File: config.mk
export PLATFORM = sky130hd
export DESIGN_NAME = adc_input_gain_config_regs
export DESIGN_NICKNAME = d
export VERILOG_FILES = /design/src/hdl/adc_cfg_pkg.sv /design/src/hdl/adc_input_gain_config_regs.sv
export SDC_FILE = /design/constraint.sdc
export NUM_CORES = 1
export LEC_CHECK = 0
export BUFFER_PORTS_ARGS = -buffer_cell sky130_fd_sc_hd__buf_4
export CAP_MARGIN = 10
export CORE_ASPECT_RATIO = 1.25
export CORE_MARGIN = 2
export CORE_UTILIZATION = 30
export CTS_CLUSTER_SIZE = 10
export DETAILED_ROUTE_END_ITERATION = 12
export PLACE_DENSITY = 0.63
export SLEW_MARGIN = 0
export SYNTH_ARGS = -nofsm -noshare
export SYNTH_HDL_FRONTEND = slang
export SYNTH_SLANG_ARGS = --single-unit
File: constraint.sdc
create_clock -name clk_i -period 2.4 [get_ports clk_i]
set_input_delay 0.36 -clock clk_i [delete_from_list [all_inputs] [get_ports clk_i]]
set_output_delay 0.36 -clock clk_i [all_outputs]
set_load 0.01 [all_outputs]
File: src/hdl/adc_cfg_pkg.sv
package adc_cfg_pkg;

  // ---------------------------------------------------------------
  // bus geometry
  // ---------------------------------------------------------------
  localparam int          WB_ADR_W = 8;
  localparam int          WB_DAT_W = 32;
  localparam int          WB_SEL_W = 4;
  localparam int          REG_W    = 8;
  localparam int          IDX_W    = WB_ADR_W - 2;

  // ---------------------------------------------------------------
  // register indices (byte address = 4 * index)
  // ---------------------------------------------------------------
  localparam logic [IDX_W-1:0] IDX_INPUT_SEL = 6'h02;
  localparam logic [IDX_W-1:0] IDX_AMP_CFG   = 6'h03;
  localparam logic [IDX_W-1:0] IDX_RATE_CFG  = 6'h04;
  localparam logic [IDX_W-1:0] IDX_DLY_STAT  = 6'h05;

  // ---------------------------------------------------------------
  // reset values
  // ---------------------------------------------------------------
  localparam logic [REG_W-1:0] RST_INPUT_SEL = 8'h01;
  localparam logic [REG_W-1:0] RST_AMP_CFG   = 8'h00;
  localparam logic [REG_W-1:0] RST_RATE_CFG  = 8'h14;

  // ---------------------------------------------------------------
  // field positions
  // ---------------------------------------------------------------
  localparam int POS_SEL_HI   = 7;
  localparam int POS_SEL_LO   = 4;
  localparam int NEG_SEL_HI   = 3;
  localparam int NEG_SEL_LO   = 0;
  localparam int DLY_HI       = 7;
  localparam int DLY_LO       = 5;
  localparam int AMP_EN_HI    = 4;
  localparam int AMP_EN_LO    = 3;
  localparam int GAIN_HI      = 2;
  localparam int GAIN_LO      = 0;
  localparam int CHOP_BIT     = 7;
  localparam int CLK_SRC_BIT  = 6;
  localparam int MODE_BIT     = 5;
  localparam int FILTER_BIT   = 4;
  localparam int RATE_HI      = 3;
  localparam int RATE_LO      = 0;

  // ---------------------------------------------------------------
  // encodings
  // ---------------------------------------------------------------
  localparam logic [3:0] CH_LAST_ANALOG = 4'hB;
  localparam logic [3:0] CH_COMMON      = 4'hC;
  localparam logic [1:0] AMP_BYPASS     = 2'h0;
  localparam logic [1:0] AMP_ACTIVE     = 2'h1;
  localparam logic       MODE_CONT      = 1'h0;

  // ---------------------------------------------------------------
  // conversion delay in modulator periods
  // ---------------------------------------------------------------
  localparam int          DLY_CNT_W = 13;
  localparam logic [DLY_CNT_W-1:0] DLY_P0 = 13'h000E;
  localparam logic [DLY_CNT_W-1:0] DLY_P1 = 13'h0019;
  localparam logic [DLY_CNT_W-1:0] DLY_P2 = 13'h0040;
  localparam logic [DLY_CNT_W-1:0] DLY_P3 = 13'h0100;
  localparam logic [DLY_CNT_W-1:0] DLY_P4 = 13'h0400;
  localparam logic [DLY_CNT_W-1:0] DLY_P5 = 13'h0800;
  localparam logic [DLY_CNT_W-1:0] DLY_P6 = 13'h1000;
  localparam logic [DLY_CNT_W-1:0] DLY_P7 = 13'h1000;

  localparam int MOD_DIV_DEFAULT = 16;

endpackage

File: src/hdl/adc_input_gain_config_regs.sv
// Chosen here: register access over Wishbone.
`timescale 1ns/1ns
`default_nettype none

module adc_input_gain_config_regs
  import adc_cfg_pkg::*;
#(
  parameter int MOD_DIV = MOD_DIV_DEFAULT
) (
  input  wire logic                clk_i,
  input  wire logic                rst_i,
  input  wire logic                cyc_i,
  input  wire logic                stb_i,
  input  wire logic                we_i,
  input  wire logic [WB_ADR_W-1:0] adr_i,
  input  wire logic [WB_SEL_W-1:0] sel_i,
  input  wire logic [WB_DAT_W-1:0] dat_i,
  output logic      [WB_DAT_W-1:0] dat_o,
  output logic                     ack_o,
  output logic      [3:0]          positive_input_select_o,
  output logic      [3:0]          negative_input_select_o,
  output logic      [1:0]          amp_enable_mode_o,
  output logic      [2:0]          gain_code_o,
  output logic                     global_chop_o,
  output logic                     clock_source_o,
  output logic                     single_shot_o,
  output logic                     low_latency_filter_o,
  output logic      [3:0]          output_rate_code_o,
  output logic                     delay_busy_o,
  output logic                     first_conv_start_o
);

  // ---------------------------------------------------------------
  // registers
  // ---------------------------------------------------------------
  logic [REG_W-1:0]     input_channel_select_ff;
  logic [REG_W-1:0]     amp_gain_delay_config_ff;
  logic [REG_W-1:0]     sample_rate_config_ff;
  logic [WB_DAT_W-1:0]  dat_ff;
  logic                 ack_ff;
  logic [15:0]          mod_cnt_ff;
  logic [DLY_CNT_W-1:0] dly_cnt_ff;
  logic                 busy_ff;
  logic                 start_ff;

  // ---------------------------------------------------------------
  // bus decode
  // ---------------------------------------------------------------
  wire              req       = cyc_i & stb_i & ~ack_ff;
  wire [IDX_W-1:0]  idx       = adr_i[WB_ADR_W-1:2];
  wire              wr_lane   = req & we_i & sel_i[0];
  wire              hit_in    = (idx == IDX_INPUT_SEL);
  wire              hit_amp   = (idx == IDX_AMP_CFG);
  wire              hit_rate  = (idx == IDX_RATE_CFG);
  wire              hit_stat  = (idx == IDX_DLY_STAT);
  wire              wr_in     = wr_lane & hit_in;
  wire              wr_amp    = wr_lane & hit_amp;
  wire              wr_rate   = wr_lane & hit_rate;
  wire [REG_W-1:0]  wr_byte   = dat_i[REG_W-1:0];
  wire              filt_rst  = wr_in | wr_amp | wr_rate;
  wire [REG_W-1:0]  stat_byte = {{(REG_W-1){1'b0}}, busy_ff};

  wire [REG_W-1:0]  rd_byte = hit_in   ? input_channel_select_ff :
                              hit_amp  ? amp_gain_delay_config_ff :
                              hit_rate ? sample_rate_config_ff :
                              hit_stat ? stat_byte : {REG_W{1'b0}};
  wire [WB_DAT_W-1:0] nxt_dat = {{(WB_DAT_W-REG_W){1'b0}}, rd_byte};

  // ---------------------------------------------------------------
  // delay selection
  // ---------------------------------------------------------------
  wire [2:0] dly_code = wr_amp ? wr_byte[DLY_HI:DLY_LO] : amp_gain_delay_config_ff[DLY_HI:DLY_LO];
  wire [DLY_CNT_W-1:0] dly_load = (dly_code == 3'h0) ? DLY_P0 :
                                  (dly_code == 3'h1) ? DLY_P1 :
                                  (dly_code == 3'h2) ? DLY_P2 :
                                  (dly_code == 3'h3) ? DLY_P3 :
                                  (dly_code == 3'h4) ? DLY_P4 :
                                  (dly_code == 3'h5) ? DLY_P5 :
                                  (dly_code == 3'h6) ? DLY_P6 : DLY_P7;

  // ---------------------------------------------------------------
  // modulator period enable
  // ---------------------------------------------------------------
  localparam logic [15:0] MOD_LAST = 16'(MOD_DIV - 1);
  wire mod_tick = (mod_cnt_ff == MOD_LAST);
  wire [15:0] nxt_mod_cnt = mod_tick ? 16'h0000 : mod_cnt_ff + 16'h0001;

  wire dly_done = busy_ff & ~filt_rst & mod_tick & (dly_cnt_ff == {{(DLY_CNT_W-1){1'b0}}, 1'b1});
  wire [DLY_CNT_W-1:0] nxt_dly_cnt = filt_rst ? dly_load :
                                     (busy_ff & mod_tick) ? dly_cnt_ff - {{(DLY_CNT_W-1){1'b0}}, 1'b1} :
                                     dly_cnt_ff;
  wire nxt_busy = filt_rst | (busy_ff & ~dly_done);

  // ---------------------------------------------------------------
  // next register values
  // ---------------------------------------------------------------
  // reserved channel and amplifier codes stored as written
  wire [REG_W-1:0]    nxt_input_channel_select  = wr_in ? wr_byte : input_channel_select_ff;
  wire [REG_W-1:0]    nxt_amp_gain_delay_config = wr_amp ? wr_byte : amp_gain_delay_config_ff;
  wire [REG_W-1:0]    nxt_sample_rate_config    = wr_rate ? wr_byte : sample_rate_config_ff;
  wire [WB_DAT_W-1:0] nxt_rd_dat                = req ? nxt_dat : dat_ff;
  wire                nxt_ack                   = req;
  wire                nxt_start                 = dly_done;

  // ---------------------------------------------------------------
  // bus acknowledge
  // ---------------------------------------------------------------
  always_ff @(posedge clk_i) begin
    if (rst_i) begin
      ack_ff <= 1'b0;
    end else begin
      ack_ff <= nxt_ack;
    end
  end

  // ---------------------------------------------------------------
  // read data
  // ---------------------------------------------------------------
  always_ff @(posedge clk_i) begin
    if (rst_i) begin
      dat_ff <= {WB_DAT_W{1'b0}};
    end else begin
      dat_ff <= nxt_rd_dat;
    end
  end

  // ---------------------------------------------------------------
  // input select register
  // ---------------------------------------------------------------
  always_ff @(posedge clk_i) begin
    if (rst_i) begin
      input_channel_select_ff <= RST_INPUT_SEL;
    end else begin
      input_channel_select_ff <= nxt_input_channel_select;
    end
  end

  // ---------------------------------------------------------------
  // amplifier register
  // ---------------------------------------------------------------
  always_ff @(posedge clk_i) begin
    if (rst_i) begin
      amp_gain_delay_config_ff <= RST_AMP_CFG;
    end else begin
      amp_gain_delay_config_ff <= nxt_amp_gain_delay_config;
    end
  end

  // ---------------------------------------------------------------
  // rate register
  // ---------------------------------------------------------------
  always_ff @(posedge clk_i) begin
    if (rst_i) begin
      sample_rate_config_ff <= RST_RATE_CFG;
    end else begin
      sample_rate_config_ff <= nxt_sample_rate_config;
    end
  end

  // ---------------------------------------------------------------
  // modulator period divider
  // ---------------------------------------------------------------
  always_ff @(posedge clk_i) begin
    if (rst_i) begin
      mod_cnt_ff <= 16'h0000;
    end else begin
      mod_cnt_ff <= nxt_mod_cnt;
    end
  end

  // ---------------------------------------------------------------
  // conversion delay counter
  // ---------------------------------------------------------------
  always_ff @(posedge clk_i) begin
    if (rst_i) begin
      dly_cnt_ff <= {DLY_CNT_W{1'b0}};
    end else begin
      dly_cnt_ff <= nxt_dly_cnt;
    end
  end

  // ---------------------------------------------------------------
  // delay busy flag
  // ---------------------------------------------------------------
  always_ff @(posedge clk_i) begin
    if (rst_i) begin
      busy_ff <= 1'b0;
    end else begin
      busy_ff <= nxt_busy;
    end
  end

  // ---------------------------------------------------------------
  // first conversion pulse
  // ---------------------------------------------------------------
  always_ff @(posedge clk_i) begin
    if (rst_i) begin
      start_ff <= 1'b0;
    end else begin
      start_ff <= nxt_start;
    end
  end

  // ---------------------------------------------------------------
  // outputs
  // ---------------------------------------------------------------
  assign dat_o                   = dat_ff;
  assign ack_o                   = ack_ff;
  assign positive_input_select_o = input_channel_select_ff[POS_SEL_HI:POS_SEL_LO];
  assign negative_input_select_o = input_channel_select_ff[NEG_SEL_HI:NEG_SEL_LO];
  assign amp_enable_mode_o       = amp_gain_delay_config_ff[AMP_EN_HI:AMP_EN_LO];
  assign gain_code_o             = amp_gain_delay_config_ff[GAIN_HI:GAIN_LO];
  assign global_chop_o           = sample_rate_config_ff[CHOP_BIT];
  assign clock_source_o          = sample_rate_config_ff[CLK_SRC_BIT];
  assign single_shot_o           = sample_rate_config_ff[MODE_BIT];
  assign low_latency_filter_o    = sample_rate_config_ff[FILTER_BIT];
  assign output_rate_code_o      = sample_rate_config_ff[RATE_HI:RATE_LO];
  assign delay_busy_o            = busy_ff;
  assign first_conv_start_o      = start_ff;

endmodule

`default_nettype wire

==> results_dict.tcl <==
set metrics [dict create \
    ys_seq_area_share_pct 39.7 \
    cts-buffers-inserted 9 \
    synthCells 358 \
    crit_path_start "mod_cnt_ff[0]$_SDFF_PP0_" \
    setup_viol 0 \
    cp_data_required_time_ns 2.64 \
    chipWidth_um 96.8 \
    grt_pass1_wl_um 12900 \
    ir_worst_vdd_v 0.000471 \
    synth_ff_type "dfxtp_1" \
    fp.dieArea_mm2 0.0116 \
    powerDensity_mw_per_mm2 653 \
    ant_nets 0 \
    setup.worst_path.end "dly_cnt_ff[12]$_SDFFE_PP0P_" \
    period_share_pct 84.1 \
    die_h_um 120 \
    area_growth_pct 25.1 \
    synth_largest_area_cell "dfxtp_1" \
    drc_errors 0 \
    synth-adder-area-share_pct 1.16 \
    num_antenna_cells 0 \
    muxShareOfSynthArea_pct 8.29 \
    std_cell_rows 42 \
    synth-simple-area-share_pct 23.5 \
    boundaryPins 105 \
    grt_pass1_vias 2611 \
    drive_gt1_share_pct 23.4 \
    nNetsFinal 470 \
    synthXorXnorAreaFrac_pct 5.43 \
    hp-start "dat_i[2]" \
    ys_warn_count 0 \
    synth_top_family_by_area "simple AND/OR/NAND/NOR gates" \
    maxSlewHeadroom_pct 65.0 \
    port_buffers 51 \
    via_per_inst 4.92 \
    clk_pin_slew_ns 0.05 \
    clock_path_buffers 2 \
    finalSetupTns_ns 0 \
    synthArstFlopShare_pct 0 \
    vias 2728 \
    initial_core_util_pct 30.6 \
    critPathKind "reg2reg" \
    ys_seq_elements 64 \
    drt_wl_total_um 7830 \
    seqCellArea_mm2 0.00128 \
    period_minus_slack_ns 2.02 \
    hold_viol_final 0 \
    synth_top_cell_area_share_pct 39.7 \
    syn_area_per_cell_um2 9.02 \
    critPathCaptureType "register" \
    postCtsHoldBufs 0 \
    core_mm2 0.0106 \
    stdcell_area_mm2 0.00404 \
    stdcell_count 555 \
    grt-ovfl-total 0 \
    cts_resized 0 \
    postCtsSetupBuffers 0 \
    dpl_cell_area_mm2 0.00371 \
    ys_top_cells_by_count "dfxtp_1, nor2_1, buf_4" \
    worst_pin_slew_ns 0.525 \
    hp-class "in2reg" \
    htree_num_levels 3 \
    status "finished, final reports clean" \
    clk_latency_ns 0.33 \
    crit_fanout 5 \
    fmax_ghz 0.496 \
    cts_root_buf "clkbuf_16" \
    critPathLaunchType "register" \
    reg2reg_from "mod_cnt_ff[0]$_SDFF_PP0_" \
    synth-compound-area-share_pct 11.9 \
    skew_ns 0.00760 \
    grtUsageTotal_pct 13.6 \
    synth_enable_flop_cells 0 \
    rsz0062_at_grt "false" \
    synth.most_common_cell "dfxtp_1" \
    p_leak_uw 0.00153 \
    drv_cap 0 \
    netlist_area_mm2 0.00323 \
    r2r-end "dly_cnt_ff[12]$_SDFFE_PP0P_" \
    drtIter0Drc 181 \
    antenna_found_initial 0 \
    dp.cells 539 \
    worstPathArrival_ns 2.26 \
    reg2reg_depth 6 \
    fillers 1075 \
    wl_per_cell_um 14.1 \
    ff2ff_setup_slack_ns 0.38 \
    clkSinkCount 64 \
    routabilityCongestion 0.788 \
    synthTopCellsByArea "dfxtp_1, buf_4, mux2i_1" \
    dpl.hpwl_um 5500 \
    slew_viol_final 0 \
    grt_max_degree 47 \
    multi_input_area_mm2 0.00171 \
    dr.pass1.iters 4 \
    synth.distinct_cells 51 \
    cts_tree "yes" \
]
## cell families after synthesis
kind of cell / Yosys count
AND/OR/NAND/NOR: 143
flip-flops: 64
buffers and inverters: 52
AO/OA/AOI/OAI: 49
multiplexers: 26
XOR/XNOR: 20
adder cells (fa/ha/maj): 3
other: 1
## flip-flops by register name (all words and copies together), names as in the netlist
signal	flops
dly_cnt_ff	13
input_channel_select_ff	8
amp_gain_delay_config_ff	8
dat_o	8
sample_rate_config_ff	8
delay_busy_o	1
first_conv_start_o	1
mod_cnt_ff	16
ack_o	1
## cell type report
class | count | area share [%]
clock buffer | 11 | 6.01
clock inverter | 5 | 1.98
inverter | 8 | 0.744
multi-input combinational | 265 | 42.4
sequential | 64 | 31.7
tap | 132 | 4.09
timing repair buffer | 70 | 13.0
## layout by cell type (no fill, tap or decap), drive strengths merged, types with 4 or more instances in the layout
cell type / n
nand2: 17
nor3: 9
conb: 24
clkbuf: 11
nor2b: 4
nand2b: 4
nand4: 6
xor2: 9
nor2: 57
or3: 5
buf: 70
o21ai: 8
a211oi: 10
mux2i: 23
xnor2: 11
and3: 4
dfxtp: 64
a221oi: 10
nand3: 12
nor4: 8
inv: 8
a21oi: 6
## worst min-delay path by stage
stage                                                        to  slack (ns)  cells past startpoint
after floorplan                        mod_cnt_ff[0]$_SDFF_PP0_        0.44                      1
after global placement                 mod_cnt_ff[0]$_SDFF_PP0_        0.46                      1
after detailed placement                  dat_o[4]$_SDFFE_PP0N_        0.47                      2
after CTS                 sample_rate_config_ff[2]$_SDFFE_PP1P_        0.24                      2
after global routing      sample_rate_config_ff[4]$_SDFFE_PP1P_        0.28                      2
final                     sample_rate_config_ff[2]$_SDFFE_PP1P_        0.25                      2
## critical path, stage by stage (launching register included)
cell and delay, ns:
dfxtp_1 0.42, ha_1 0.23, and3_1 0.21, and4_1 0.23, nand2_1 0.07, or4_1 0.51, a311oi_1 0.26
## routing by layer
layer	up-vias	share of wire [%]	GRT usage [%]
met2	70	49	22.6
met1	1303	45	16.9
met3	17	3.5	3.15
li1	1338	-	-
met5	-	0	0
met4	0	2.6	5.90
## metrics by stage
step           hold WS [ns]  utilization, %  setup slack (ns)  power (uW)
2_1_floorplan         0.441               -             0.350        1220
3_3_place_gp          0.461            35.2             0.151        1260
3_5_place_dp          0.469            35.2             0.121        1260
4_1_cts               0.244            38.2             0.392        2660
5_1_grt               0.277            38.2             0.214        2710
6_report              0.254            38.2             0.382        2640
## where the power goes
| part | switching (uW) | internal, uW |
|---|---|---|
| clock network | 463 | 935 |
| registers | 10.7 | 1080 |
| logic | 92.0 | 58.0 |
Power figures use the tool's default switching activity.
